### config.mk
export PLATFORM = sky130hd
export DESIGN_NAME = gpint_top
export DESIGN_NICKNAME = d
export VERILOG_FILES = /design/src/core/gpint_pkg.sv /design/src/core/gpint_bit.sv /design/src/core/gpint_top.sv
export VERILOG_INCLUDE_DIRS = /design/src /design/src/core
export SDC_FILE = /design/constraint.sdc
export NUM_CORES = 1
export LEC_CHECK = 0
export BUFFER_PORTS_ARGS = -buffer_cell sky130_fd_sc_hd__buf_4
export CAP_MARGIN = 0
export CELL_PAD_IN_SITES_DETAIL_PLACEMENT = 1
export CELL_PAD_IN_SITES_GLOBAL_PLACEMENT = 2
export CORE_MARGIN = 1
export CORE_UTILIZATION = 30
export CTS_CLUSTER_SIZE = 30
export DETAILED_ROUTE_END_ITERATION = 7
export GPL_ROUTABILITY_DRIVEN = 0
export PLACE_DENSITY = 0.81
export SYNTH_ARGS = -nofsm -noshare
export SYNTH_HDL_FRONTEND = slang
export SYNTH_SLANG_ARGS = --single-unit
### constraint.sdc
create_clock -name clock -period 2.2 [get_ports clock]
set_clock_uncertainty 0.2 [all_clocks]
set_input_delay 0.33 -clock clock [delete_from_list [all_inputs] [get_ports clock]]
set_output_delay 0.33 -clock clock [all_outputs]
set_load 0.005 [all_outputs]
### src/core/gpint_defs.svh
// Constants of the pin interrupt block: widths, register byte addresses,
// reset values and bus field positions.
// Assumes a 32-bit AXI4-Lite register bus with byte addresses.
`ifndef GPINT_DEFS_SVH
`define GPINT_DEFS_SVH

// ****************************************************************
// Widths
// ****************************************************************
`define GPINT_WIDTH          16
`define GPINT_ADDR_WIDTH     32
`define GPINT_DATA_WIDTH     32

// ****************************************************************
// Register byte addresses
// ****************************************************************
`define GPINT_ADDR_DIRECTION 32'hc300_0004
`define GPINT_ADDR_ENABLE    32'hc300_0030
`define GPINT_ADDR_MASK      32'hc300_0034
`define GPINT_ADDR_TYPE      32'hc300_0038
`define GPINT_ADDR_POLARITY  32'hc300_003c
`define GPINT_ADDR_MASKED    32'hc300_0040
`define GPINT_ADDR_RAW       32'hc300_0044
`define GPINT_ADDR_CLEAR     32'hc300_004c

// ****************************************************************
// Reset values and field positions
// ****************************************************************
`define GPINT_RESET_WORD     16'h0000
`define GPINT_RESET_BIT      1'b0
`define GPINT_LOW_BYTE_HI    7
`define GPINT_HIGH_BYTE_LO   8
`define GPINT_WORD_ALIGN     2'b00

`endif

### src/core/gpint_pkg.sv
// Types shared by the pin interrupt block.
// Assumes gpint_defs.svh is on the include path.
`include "gpint_defs.svh"

package gpint_pkg;

    // ****************************************************************
    // Types
    // ****************************************************************
    typedef logic [`GPINT_WIDTH-1:0]      gpint_bits_t;
    typedef logic [`GPINT_ADDR_WIDTH-1:0] gpint_addr_t;
    typedef logic [`GPINT_DATA_WIDTH-1:0] gpint_data_t;

    // Response codes of the register bus.
    typedef enum logic [1:0]
    {
        GPINT_RESP_OKAY   = 2'b00,
        GPINT_RESP_SLVERR = 2'b10
    } gpint_resp_t;

endpackage

### src/core/gpint_bit.sv
// Interrupt detector for one pin: level or edge, either polarity.
// Assumes the pin is synchronous to clock and the controls are registered.
`timescale 1ns/1ps
`default_nettype none

`include "gpint_defs.svh"

module gpint_bit
(
    input  wire logic clock,
    input  wire logic reset,
    input  wire logic pin,
    input  wire logic qualified,
    input  wire logic edge_type,
    input  wire logic active_high,
    input  wire logic clear,
    output var  logic flag
);
    import gpint_pkg::*;

    logic prev_pin;
    logic next_prev_pin;
    logic next_flag;
    logic hit_level;
    logic hit_edge;

    // ****************************************************************
    // Detection
    // ****************************************************************
    // Polarity picks the active level; an edge is a change into it.
    always_comb
    begin
        hit_level     = (pin == active_high); // [RULE_02]
        hit_edge      = (pin != prev_pin) && hit_level; // [RULE_02]
        next_prev_pin = pin;
        if (!qualified)
        begin
            // An unqualified pin holds its flag cleared.
            next_flag = `GPINT_RESET_BIT; // [RULE_06] [RULE_07]
        end
        else if (edge_type) // [RULE_01]
        begin
            // A new edge wins over a clear in the same cycle.
            next_flag = hit_edge || (flag && !clear); // [RULE_07] [RULE_08]
        end
        else
        begin
            next_flag = hit_level; // [RULE_01] [RULE_08]
        end
    end

    // The pin history runs through reset too, so the first cycle after
    // release compares against the real pin and sees no false edge.
    always_ff @(posedge clock)
    begin
        prev_pin <= next_prev_pin;
    end

    // Registers only.
    always_ff @(posedge clock)
    begin
        if (reset)
        begin
            flag <= `GPINT_RESET_BIT;
        end
        else
        begin
            flag <= next_flag;
        end
    end

endmodule

`default_nettype wire

### src/core/gpint_top.sv
// Interrupt type, polarity and status part of a 16-bit pin port, with an
// AXI4-Lite register slave and one level interrupt output.
// Assumes pins are synchronous to clock; one bus master drives the slave.
// Function
// [RULE_01] Type bit 0 selects level, 1 selects edge; resets to level.
// [RULE_02] Polarity bit 0 is falling or low, 1 rising or high; reset low.
// [RULE_03] Type, polarity, masked status exist only in interrupt builds.
// [RULE_04] Read-only masked status shows interrupt state after masking.
// [RULE_05] Read-only raw status shows interrupt state before masking.
// [RULE_06] A bit detects only when enabled and its direction is input.
// [RULE_07] Writing one clears a latched edge; unconfigured bits stay clear.
// [RULE_08] Edges latch until cleared; levels follow the pin; mask forces zero.
//
// Design decision made here: the AXI4-Lite interface to the registers.
`timescale 1ns/1ps
`default_nettype none

`include "gpint_defs.svh"

module gpint_top
#(
    parameter bit INT_BUILT = 1'b1
)
(
    input  wire logic                 clock,
    input  wire logic                 reset,
    input  wire gpint_pkg::gpint_bits_t gpio_pins,
    input  wire gpint_pkg::gpint_addr_t s_axi_awaddr,
    input  wire logic                 s_axi_awvalid,
    output var  logic                 s_axi_awready,
    input  wire gpint_pkg::gpint_data_t s_axi_wdata,
    input  wire logic [3:0]           s_axi_wstrb,
    input  wire logic                 s_axi_wvalid,
    output var  logic                 s_axi_wready,
    output var  gpint_pkg::gpint_resp_t s_axi_bresp,
    output var  logic                 s_axi_bvalid,
    input  wire logic                 s_axi_bready,
    input  wire gpint_pkg::gpint_addr_t s_axi_araddr,
    input  wire logic                 s_axi_arvalid,
    output var  logic                 s_axi_arready,
    output var  gpint_pkg::gpint_data_t s_axi_rdata,
    output var  gpint_pkg::gpint_resp_t s_axi_rresp,
    output var  logic                 s_axi_rvalid,
    input  wire logic                 s_axi_rready,
    output var  logic                 irq
);
    import gpint_pkg::*;

    // ****************************************************************
    // Declarations
    // ****************************************************************
    gpint_bits_t port_direction;
    gpint_bits_t interrupt_enable;
    gpint_bits_t interrupt_mask_bits;
    gpint_bits_t interrupt_type_select;
    gpint_bits_t interrupt_polarity_select;
    gpint_bits_t edge_interrupt_clear;
    gpint_bits_t raw_interrupt_flags;
    gpint_bits_t masked_interrupt_flags;
    gpint_bits_t qualified;

    gpint_bits_t next_port_direction;
    gpint_bits_t next_interrupt_enable;
    gpint_bits_t next_interrupt_mask_bits;
    gpint_bits_t next_interrupt_type_select;
    gpint_bits_t next_interrupt_polarity_select;
    gpint_bits_t next_edge_interrupt_clear;

    logic        aw_held;
    logic        w_held;
    gpint_addr_t aw_addr;
    gpint_data_t w_data;
    logic [3:0]  w_strb;
    logic        next_aw_held;
    logic        next_w_held;
    gpint_addr_t next_aw_addr;
    gpint_data_t next_w_data;
    logic [3:0]  next_w_strb;
    logic        next_awready;
    logic        next_wready;
    logic        next_bvalid;
    gpint_resp_t next_bresp;
    logic        next_arready;
    logic        next_rvalid;
    gpint_data_t next_rdata;
    gpint_resp_t next_rresp;
    logic        next_irq;
    gpint_addr_t write_word;
    gpint_addr_t read_word;

    // Merges the two low byte lanes of a write into a stored word.
    function automatic gpint_bits_t merge_lanes
    (
        input gpint_bits_t old_value,
        input gpint_data_t data,
        input logic [3:0]  strb
    );
        gpint_bits_t result;
        result = old_value;
        if (strb[0])
        begin
            result[`GPINT_LOW_BYTE_HI:0] = data[`GPINT_LOW_BYTE_HI:0];
        end
        if (strb[1])
        begin
            result[`GPINT_WIDTH-1:`GPINT_HIGH_BYTE_LO] =
                data[`GPINT_WIDTH-1:`GPINT_HIGH_BYTE_LO];
        end
        return result;
    endfunction

    // ****************************************************************
    // Per-pin detectors
    // ****************************************************************
    // A pin joins detection only when enabled, an input, and the port
    // was built with interrupts; everything else reads as zero.
    assign qualified = interrupt_enable & ~port_direction
                     & {`GPINT_WIDTH{INT_BUILT}}; // [RULE_06] [RULE_03]
    // The mask only hides bits; the raw view keeps them visible.
    assign masked_interrupt_flags = raw_interrupt_flags
                                  & ~interrupt_mask_bits; // [RULE_08]

    for (genvar i = 0; i < `GPINT_WIDTH; i++)
    begin : g_pin
        gpint_bit u_bit
        (
            .clock       (clock),
            .reset       (reset),
            .pin         (gpio_pins[i]),
            .qualified   (qualified[i]),
            .edge_type   (interrupt_type_select[i]),
            .active_high (interrupt_polarity_select[i]),
            .clear       (edge_interrupt_clear[i]),
            .flag        (raw_interrupt_flags[i])
        );
    end

    // ****************************************************************
    // Write channel
    // ****************************************************************
    assign write_word = {aw_addr[`GPINT_ADDR_WIDTH-1:2], `GPINT_WORD_ALIGN};

    // Address and data are taken in either order and held until both
    // are present; the register update and response follow a cycle later.
    always_comb
    begin
        next_aw_held                   = aw_held;
        next_w_held                    = w_held;
        next_aw_addr                   = aw_addr;
        next_w_data                    = w_data;
        next_w_strb                    = w_strb;
        next_bvalid                    = s_axi_bvalid;
        next_bresp                     = s_axi_bresp;
        next_port_direction            = port_direction;
        next_interrupt_enable          = interrupt_enable;
        next_interrupt_mask_bits       = interrupt_mask_bits;
        next_interrupt_type_select     = interrupt_type_select;
        next_interrupt_polarity_select = interrupt_polarity_select;
        next_edge_interrupt_clear      = `GPINT_RESET_WORD;
        if (s_axi_awvalid && s_axi_awready)
        begin
            next_aw_held = 1'b1;
            next_aw_addr = s_axi_awaddr;
        end
        if (s_axi_wvalid && s_axi_wready)
        begin
            next_w_held = 1'b1;
            next_w_data = s_axi_wdata;
            next_w_strb = s_axi_wstrb;
        end
        if (s_axi_bvalid && s_axi_bready)
        begin
            next_bvalid = 1'b0;
        end
        if (aw_held && w_held && !s_axi_bvalid)
        begin
            next_aw_held = 1'b0;
            next_w_held  = 1'b0;
            next_bvalid  = 1'b1;
            next_bresp   = GPINT_RESP_OKAY;
            if (write_word == `GPINT_ADDR_DIRECTION)
            begin
                next_port_direction =
                    merge_lanes(port_direction, w_data, w_strb);
            end
            else if (write_word == `GPINT_ADDR_ENABLE)
            begin
                next_interrupt_enable =
                    merge_lanes(interrupt_enable, w_data, w_strb);
            end
            else if (write_word == `GPINT_ADDR_CLEAR)
            begin
                // One-cycle pulse; a set in the same cycle still wins.
                next_edge_interrupt_clear = merge_lanes(`GPINT_RESET_WORD,
                    w_data, w_strb); // [RULE_07]
            end
            else if (write_word == `GPINT_ADDR_RAW)
            begin
                // Read-only: the write is acknowledged and dropped.
                next_bresp = GPINT_RESP_OKAY; // [RULE_05]
            end
            else if (INT_BUILT && write_word == `GPINT_ADDR_MASK)
            begin
                next_interrupt_mask_bits =
                    merge_lanes(interrupt_mask_bits, w_data, w_strb);
            end
            else if (INT_BUILT && write_word == `GPINT_ADDR_TYPE)
            begin
                next_interrupt_type_select = merge_lanes(
                    interrupt_type_select, w_data, w_strb); // [RULE_01]
            end
            else if (INT_BUILT && write_word == `GPINT_ADDR_POLARITY)
            begin
                next_interrupt_polarity_select = merge_lanes(
                    interrupt_polarity_select, w_data, w_strb); // [RULE_02]
            end
            else if (INT_BUILT && write_word == `GPINT_ADDR_MASKED)
            begin
                next_bresp = GPINT_RESP_OKAY; // [RULE_04]
            end
            else
            begin
                // Unmapped, or absent because interrupts are not built.
                next_bresp = GPINT_RESP_SLVERR; // [RULE_03]
            end
        end
        // No new request is taken while one is held or answered.
        next_awready = !next_aw_held && !next_bvalid;
        next_wready  = !next_w_held && !next_bvalid;
    end

    // ****************************************************************
    // Read channel and interrupt output
    // ****************************************************************
    assign read_word = {s_axi_araddr[`GPINT_ADDR_WIDTH-1:2],
                        `GPINT_WORD_ALIGN};

    // Read data is captured at the address handshake, so the answer
    // shows the state of that very cycle.
    always_comb
    begin
        next_arready = s_axi_arready;
        next_rvalid  = s_axi_rvalid;
        next_rdata   = s_axi_rdata;
        next_rresp   = s_axi_rresp;
        if (s_axi_rvalid && s_axi_rready)
        begin
            next_rvalid  = 1'b0;
            next_arready = 1'b1;
        end
        if (s_axi_arvalid && s_axi_arready)
        begin
            next_arready = 1'b0;
            next_rvalid  = 1'b1;
            next_rdata   = '0;
            next_rresp   = GPINT_RESP_OKAY;
            if (read_word == `GPINT_ADDR_DIRECTION)
            begin
                next_rdata[`GPINT_WIDTH-1:0] = port_direction;
            end
            else if (read_word == `GPINT_ADDR_ENABLE)
            begin
                next_rdata[`GPINT_WIDTH-1:0] = interrupt_enable;
            end
            else if (read_word == `GPINT_ADDR_CLEAR)
            begin
                // Write-only register reads as zero.
                next_rdata[`GPINT_WIDTH-1:0] = `GPINT_RESET_WORD;
            end
            else if (read_word == `GPINT_ADDR_RAW)
            begin
                next_rdata[`GPINT_WIDTH-1:0] =
                    raw_interrupt_flags; // [RULE_05]
            end
            else if (INT_BUILT && read_word == `GPINT_ADDR_MASK)
            begin
                next_rdata[`GPINT_WIDTH-1:0] = interrupt_mask_bits;
            end
            else if (INT_BUILT && read_word == `GPINT_ADDR_TYPE)
            begin
                next_rdata[`GPINT_WIDTH-1:0] = interrupt_type_select;
            end
            else if (INT_BUILT && read_word == `GPINT_ADDR_POLARITY)
            begin
                next_rdata[`GPINT_WIDTH-1:0] = interrupt_polarity_select;
            end
            else if (INT_BUILT && read_word == `GPINT_ADDR_MASKED)
            begin
                next_rdata[`GPINT_WIDTH-1:0] =
                    masked_interrupt_flags; // [RULE_04]
            end
            else
            begin
                next_rresp = GPINT_RESP_SLVERR; // [RULE_03]
            end
        end
        next_irq = |masked_interrupt_flags; // [RULE_08]
    end

    // ****************************************************************
    // Registers
    // ****************************************************************
    // All state takes its documented default under reset.
    always_ff @(posedge clock)
    begin
        if (reset)
        begin
            aw_held                   <= 1'b0;
            w_held                    <= 1'b0;
            aw_addr                   <= '0;
            w_data                    <= '0;
            w_strb                    <= '0;
            s_axi_awready             <= 1'b1;
            s_axi_wready              <= 1'b1;
            s_axi_bvalid              <= 1'b0;
            s_axi_bresp               <= GPINT_RESP_OKAY;
            s_axi_arready             <= 1'b1;
            s_axi_rvalid              <= 1'b0;
            s_axi_rdata               <= '0;
            s_axi_rresp               <= GPINT_RESP_OKAY;
            irq                       <= 1'b0;
            port_direction            <= `GPINT_RESET_WORD;
            interrupt_enable          <= `GPINT_RESET_WORD;
            interrupt_mask_bits       <= `GPINT_RESET_WORD;
            interrupt_type_select     <= `GPINT_RESET_WORD; // [RULE_01]
            interrupt_polarity_select <= `GPINT_RESET_WORD; // [RULE_02]
            edge_interrupt_clear      <= `GPINT_RESET_WORD;
        end
        else
        begin
            aw_held                   <= next_aw_held;
            w_held                    <= next_w_held;
            aw_addr                   <= next_aw_addr;
            w_data                    <= next_w_data;
            w_strb                    <= next_w_strb;
            s_axi_awready             <= next_awready;
            s_axi_wready              <= next_wready;
            s_axi_bvalid              <= next_bvalid;
            s_axi_bresp               <= next_bresp;
            s_axi_arready             <= next_arready;
            s_axi_rvalid              <= next_rvalid;
            s_axi_rdata               <= next_rdata;
            s_axi_rresp               <= next_rresp;
            irq                       <= next_irq;
            port_direction            <= next_port_direction;
            interrupt_enable          <= next_interrupt_enable;
            interrupt_mask_bits       <= next_interrupt_mask_bits;
            interrupt_type_select     <= next_interrupt_type_select;
            interrupt_polarity_select <= next_interrupt_polarity_select;
            edge_interrupt_clear      <= next_edge_interrupt_clear;
        end
    end

    // ****************************************************************
    // Assertions
    // ****************************************************************
    // An independent edge and level model checks the detectors.
    gpint_bits_t pins_seen;
    gpint_bits_t level_hit;
    gpint_bits_t edge_hit;

    always_ff @(posedge clock)
    begin
        pins_seen <= gpio_pins;
    end

    assign level_hit = qualified & ~(gpio_pins ^ interrupt_polarity_select);
    assign edge_hit  = level_hit & (gpio_pins ^ pins_seen);
endmodule

`default_nettype wire

# Word level (Yosys, flattened, before mapping)
# Cells that the tools add are included.
[totals]
reg_bits = 206
latch_bits = 0
n_memories = 0
rom_bits = 0
out_inout_bits = 42
inputBits = 123
elab_cells = 292
ramBits = 0
[op_classes]
shifts = 0
magnitude_cmp = 0
multipliers = 0
n_eq_ne = 48
n_div = 0
n_mux = 50
n_bitwise = 29
n_reduce_logical = 107
add_sub_neg = 0
[op_table]
columns = ["operator", "count"]
rows = [
  ["== test 30 bit (second input constant)", 16],
  ["two-way mux 16 bit", 8],
  ["logical AND 1 bit", 41],
  ["bitwise AND 16 bit", 2],
  ["two-way mux 2 bit", 16],
  ["NOT 16 bit", 2],
  ["OR reduction 2 bit", 16],
  ["two-way mux 1 bit", 26],
  ["NOT 1 bit", 25],
  ["zero test 1 bit", 20],
  ["AND reduction 9 bit", 2],
  ["== test 1 bit", 16],
  ["logical OR 1 bit", 16],
  ["!= test 1 bit", 16],
  ["AND reduction 8 bit", 2],
  ["OR reduction 16 bit", 1],
  ["AND reduction 7 bit", 2],
  ["OR reduction 6 bit", 2],
  ["AND reduction 4 bit", 2],
  ["AND reduction 3 bit", 2],
  ["nonzero test 2 bit", 1],
]

# Logic depth before layout (Yosys ltp)
[logic_depth]
word_depth = 10
depth_mapped = 7
ltp_nobuf = 5

# By module
# From an unflattened synthesis, not the netlist that was laid out.
[hier_totals]
cells_unflattened = 1033
hier_area_um2 = 8941.1
[by_module_without_submodules]
columns = ["module", "seq_area_each_um2", "area_each_um2", "n_inst", "cells_each"]
rows = [
  ["gpint_top", 3403.3, 7639.8, 1, 873],
  ["gpint_bit", 40.0, 81.3, 16, 10],
]

# Worst setup path before layout
# OpenSTA, ideal clock, no wires.
[synth_path]
path_type = "input-to-reg"
start = "input s_axi_araddr[3]"
end = "register s_axi_rdata[10]"
path_buffers = 2
t_arrival_ps = 1900
slack_ps = -28
setup_time_ps = 128
t_required_ps = 1872
stages = 5
path_cell_list = "clkbuf_1 -> buf_1 -> mux4_2 -> a222oi_1 -> o21ai_1"
[synth_between]
elab_chain_cells = 9
elab_cells_between_ends = 16
classes_between = "8 x eq/ne; 8 x mux"
[synth_lines]
columns = ["item", "line", "rtl"]
rows = [
  ["start: declaration", "gpint_top.sv:38", "input wire gpint_pkg::gpint_addr_t s_axi_araddr,"],
  ["== test 30 bit (no line)", "n/a", ""],
  ["two-way mux 16 bit", "gpint_top.sv:287", "else if (INT_BUILT && read_word == `GPINT_ADDR_MASKED)"],
  ["two-way mux 16 bit", "gpint_top.sv:283", "else if (INT_BUILT && read_word == `GPINT_ADDR_POLARITY)"],
  ["two-way mux 16 bit", "gpint_top.sv:279", "else if (INT_BUILT && read_word == `GPINT_ADDR_TYPE)"],
  ["two-way mux 16 bit", "gpint_top.sv:275", "else if (INT_BUILT && read_word == `GPINT_ADDR_MASK)"],
  ["two-way mux 16 bit", "gpint_top.sv:270", "else if (read_word == `GPINT_ADDR_RAW)"],
  ["two-way mux 16 bit", "gpint_top.sv:265", "else if (read_word == `GPINT_ADDR_CLEAR)"],
  ["two-way mux 16 bit", "gpint_top.sv:261", "else if (read_word == `GPINT_ADDR_ENABLE)"],
  ["two-way mux 16 bit (*)", "gpint_top.sv:257", "if (read_word == `GPINT_ADDR_DIRECTION)"],
  ["end signal: assignment", "gpint_top.sv:342", "s_axi_rdata <= next_rdata;"],
  ["end: declaration", "gpint_top.sv:41", "output var gpint_pkg::gpint_data_t s_axi_rdata,"],
]
# Every way passes the cells marked *; elsewhere a longest branch is shown, timed or not.
# A chain may end at the register's enable or synchronous reset.

# Worst setup path after layout
[layout_path]
start = "register aw_addr[11]"
end = "register interrupt_polarity_select[9]"
[layout_between]
elab_chain_cells = 3
elab_cells_between_ends = 14
classes_between = "7 x eq/ne; 6 x bitwise; 1 x reduce/logical"
[layout_lines]
columns = ["item", "line", "rtl"]
rows = [
  ["start: declaration", "gpint_top.sv:71", "gpint_addr_t aw_addr;"],
  ["start signal: assignment", "gpint_top.sv:333", "aw_addr <= next_aw_addr;"],
  ["== test 30 bit (no line)", "n/a", ""],
  ["NOT 1 bit (no line)", "n/a", ""],
  ["AND reduction 9 bit (no line) (*)", "n/a", ""],
  ["end signal: assignment", "gpint_top.sv:326", "interrupt_polarity_select <= `GPINT_RESET_WORD;"],
  ["end signal: assignment", "gpint_top.sv:349", "interrupt_polarity_select <= next_interrupt_polarity_select;"],
  ["end: declaration", "gpint_top.sv:56", "gpint_bits_t interrupt_polarity_select;"],
]
# Marked as above.

==> metrics.log <==
INFO  metric seq_area_frac_synth = between 40% and 50%
INFO  metric drc = 0
INFO  metric critical_path.max_fanout = 13
INFO  metric synth-edff-count = 0
INFO  metric fmax = around 470 MHz
INFO  metric cts_root_buf = sky130_fd_sc_hd__clkbuf_16
INFO  metric power.ir.vdd_worst = 485 uV
INFO  metric die-width = roughly 170 um
INFO  metric multiInputGateArea = between 4000 and 5000 um2
INFO  metric antenna_found_initial = 0
INFO  metric ys.flop_type = sky130_fd_sc_hd__dfxtp_1
INFO  metric clk_transition_reported_paths = ~60 ps
INFO  metric synth_cell_type_count = 55
INFO  metric post_drt_via_cell_ratio = approximately 5
INFO  metric place.detailed.instances = 1461
INFO  metric max_stage_delay = 340 ps
INFO  metric synthesis.area = ~8700 um2
INFO  metric hold_path_class = in -> reg
INFO  metric grt_pass1_vias = around 7900
INFO  metric die_outline_area = between 20000 and 30000 um2
INFO  metric routed_wl = about 27 mm
INFO  metric crit_path_time_final = 2130 ps
INFO  metric cts_tree = built
INFO  metric worstPathBufferInverterCount = 2
INFO  metric synthesis.area_per_instance = between 9 and 10 um2
INFO  metric grt_max_degree = 67
INFO  metric grt_usage = 18.4%
INFO  metric cts_made_buffers = 24
INFO  metric grt_setup_unrepaired = yes
INFO  metric worst-endpoint-required = roughly 2400 ps
INFO  metric syn_inst = around 950
INFO  metric final_min_period_over_clock_period = ~97%
INFO  metric yosysTopAreaCell = sky130_fd_sc_hd__dfxtp_1
INFO  metric coreArea = about 29000 um2
INFO  metric postPlaceCellArea = around 10000 um2
INFO  metric timing.final.hold_violations = 0
INFO  metric static-leakage-power = 4.46 nW
INFO  metric floorplan.die.height = 172 um
INFO  metric ff_latch_area = about 4000 um2
INFO  metric hpwl = between 15 and 20 mm
INFO  metric most_frequent_cell_after_synthesis = sky130_fd_sc_hd__dfxtp_1
INFO  metric start_util = 30.4%
INFO  metric io_buffer_count = 124
INFO  metric clockBufferDepth = 3
INFO  metric timing.critical_path.slowest_stage_cell = sky130_fd_sc_hd__nor4_4
INFO  metric status = finished clean
INFO  metric clkLatencyLatePin = around 520 ps
INFO  metric timing.slew.headroom = about 28%
INFO  metric detailedRoute.firstIterationViolations = 461
INFO  metric fraction_of_post_synthesis_cell_area_in_the_top_cell_type_by_area = between 40% and 50%
INFO  metric boundaryPins = ~170
INFO  metric power_density = between 700 and 800 nW/um2
INFO  metric post_route_cells_drive_above_1_share = 19.6%
INFO  metric grt_remaining_overflow = 0
INFO  metric critical_path.endpoint_type = flip-flop
INFO  metric h_tree_depth_reported_by_cts = 1
INFO  metric synth.yosys.warnings = 0
INFO  metric diodes = 0
INFO  metric stdcell_count = 1570
INFO  metric setup_violations = 0
INFO  metric setup.worst_path.class = reg -> reg
INFO  metric timing_worst_slew_pin_value = 1080 ps
INFO  metric timing.max_cap.violations = 0
INFO  metric grt_first_pass_wirelength = 42.4 mm
INFO  metric post-place-ws = -128 ps
INFO  metric ys_top_cells_by_area = sky130_fd_sc_hd__dfxtp_1, sky130_fd_sc_hd__mux2i_1, sky130_fd_sc_hd__nand2_1
INFO  metric maxSlewViolCount = 0
INFO  metric detailedRoute.firstPassIterationCount = 5
INFO  metric synth.top_cells.by_count = sky130_fd_sc_hd__dfxtp_1, sky130_fd_sc_hd__nand2_1, sky130_fd_sc_hd__nor2_1, sky130_fd_sc_hd__mux2i_1, sky130_fd_sc_hd__a21oi_1
INFO  metric fin_area = 11900 um2
INFO  metric worst_slack = 74.8 ps
INFO  metric core.rowCount = between 60 and 70
INFO  metric worst_setup_path_start_kind = flip-flop
INFO  metric routedWlPerCell = 17.5 um
INFO  metric fillCellCount = approximately 3300
INFO  metric arrival = between 2000 and 2500 ps
INFO  metric syn_to_final_growth = 36.8%
INFO  metric layout.nets = around 1300
INFO  metric vias = between 7000 and 8000
INFO  metric critical_path.top_delay_family = simple AND/OR/NAND/NOR gates
INFO  metric crit_chain = nor4_4 -> nand4_4 -> buf_12 -> nor4_4 -> buf_12 -> mux2i_2 -> nor2_1
INFO  metric yosys_register_bits = 202
INFO  metric cts.sinks = just over 200
INFO  metric ant_nets = 0
INFO  metric async_reset_ff_share = 0%
[cells in the final DEF (no fill, tap or decap), types with 3 or more instances in the layout]
cell type	instances
sky130_fd_sc_hd__dfxtp_1	202
sky130_fd_sc_hd__nand2_1	154
sky130_fd_sc_hd__buf_4	153
sky130_fd_sc_hd__nor2_1	113
sky130_fd_sc_hd__mux2i_1	79
sky130_fd_sc_hd__dlygate4sd3_1	68
sky130_fd_sc_hd__a21oi_1	66
sky130_fd_sc_hd__clkbuf_16	25
sky130_fd_sc_hd__nor2b_1	20
sky130_fd_sc_hd__o21ai_0	20
sky130_fd_sc_hd__inv_1	19
sky130_fd_sc_hd__and2_1	19
sky130_fd_sc_hd__conb_1	18
sky130_fd_sc_hd__buf_12	18
sky130_fd_sc_hd__o22ai_1	15
sky130_fd_sc_hd__nor4_4	12
sky130_fd_sc_hd__nor4b_1	11
sky130_fd_sc_hd__mux4_2	11
sky130_fd_sc_hd__a222oi_1	11
sky130_fd_sc_hd__o21ai_1	10
sky130_fd_sc_hd__a31oi_1	10
sky130_fd_sc_hd__nor3_1	9
sky130_fd_sc_hd__o32ai_1	9
sky130_fd_sc_hd__a211oi_1	8
sky130_fd_sc_hd__nand2b_1	8
sky130_fd_sc_hd__and3_1	8
sky130_fd_sc_hd__clkbuf_1	8
sky130_fd_sc_hd__nand3_1	7
sky130_fd_sc_hd__nand4_1	6
sky130_fd_sc_hd__a221oi_1	6
sky130_fd_sc_hd__nor4_1	5
sky130_fd_sc_hd__o221ai_1	5
sky130_fd_sc_hd__o2bb2ai_1	5
sky130_fd_sc_hd__a22oi_1	5
sky130_fd_sc_hd__o41ai_1	5
sky130_fd_sc_hd__clkbuf_8	5
sky130_fd_sc_hd__and3b_1	3
sky130_fd_sc_hd__nand3b_1	3
[worst paths after layout]
check	start	endpoint	slack [ps]	cells after the start
setup / recovery	aw_addr[11]$_SDFFE_PP0P_	interrupt_polarity_select[9]$_SDFFE_PP0P_	70	7
hold / removal	s_axi_araddr[5]	s_axi_rresp[1]$_SDFFE_PP0P_	90	4
setup reg to reg	aw_addr[11]$_SDFFE_PP0P_	interrupt_polarity_select[9]$_SDFFE_PP0P_	70	7
hold reg to reg	aw_addr[30]$_SDFFE_PP0P_	aw_addr[30]$_SDFFE_PP0P_	250	2
[stage by stage]
| step | power, W | hold WS, ps | util (%) | TNS, ps |
|---|---|---|---|---|
| after CTS | 0.00869 | 61.0 | 41.6 | 0 |
| after floorplan | 0.00425 | 158 | - | 0 |
| after global placement | 0.00455 | 243 | 36.5 | -1380 |
| final | 0.00860 | 88.2 | 41.6 | 0 |
| after global routing | 0.00892 | 110 | 41.6 | -5.94 |
| after detailed placement | 0.00457 | 248 | 36.5 | -1350 |
[logic make-up after synthesis]
kind of cell | count (synthesis) | synth area share [%]
fa+ha+maj | 1 | 0.115
compound gates | 183 | 13.5
mux | 91 | 12.0
simple gates | 392 | 23.4
buf+inv | 84 | 4.54
flops | 202 | 46.4
other cells | 1 | 0.0430
[power breakdown]
| part | total (W) | internal (W) | switching, W | leakage (nW) |
|---|---|---|---|---|
| combinational | 0.000734 | 0.000371 | 0.000362 | 2.43 |
| clock | 0.00401 | 0.00247 | 0.00154 | 0.386 |
| sequential | 0.00385 | 0.00375 | 0.0000958 | 1.64 |
| total | 0.00860 | 0.00659 | 0.00200 | 4.46 |
[worst register-to-register path: stages (launching register included)]
cell	delay, ps
sky130_fd_sc_hd__dfxtp_1	330
sky130_fd_sc_hd__nor4_4	340
sky130_fd_sc_hd__nand4_4	140
sky130_fd_sc_hd__buf_12	190
sky130_fd_sc_hd__nor4_4	310
sky130_fd_sc_hd__buf_12	190
sky130_fd_sc_hd__mux2i_2	240
sky130_fd_sc_hd__nor2_1	60
[flip-flops by register name, summed over array words and instances, names as in the netlist, 2 cells and up]
signal,flops
interrupt_enable,16
g_pin.u_bit.flag,16
aw_addr,30
interrupt_mask_bits,16
w_data,16
interrupt_type_select,16
edge_interrupt_clear,16
w_strb,2
g_pin.u_bit.prev_pin,16
interrupt_polarity_select,16
s_axi_rdata,16
port_direction,16
[layout make-up]
type	instances	share of cell area (%)
tap	384	4.03
inverter	19	0.598
sequential	202	33.9
clock inverter	3	0.546
timing repair buffer	239	18.4
multi-input combinational	685	36.4
clock buffer	38	6.08
[what timing repair did]
action / CTS / global route
hold buffers: 68 / 0
setup buffers: 0 / 0
resized for setup: 0 / 1
endpoints found under the setup margin: 0 / 7
endpoints found under the hold margin: 83 / 0
[layer usage]
metal	global-route usage [%]	part of all wire, %	up-vias	wire length [um]
met5	0	0	-	0
met4	4.81	1.5	0	416
met3	2.93	5.2	34	1430
met2	31.5	48	183	13100
met1	23.9	46	3821	12500
li1	-	-	3796	-
(Power assumes the default switching activity.)
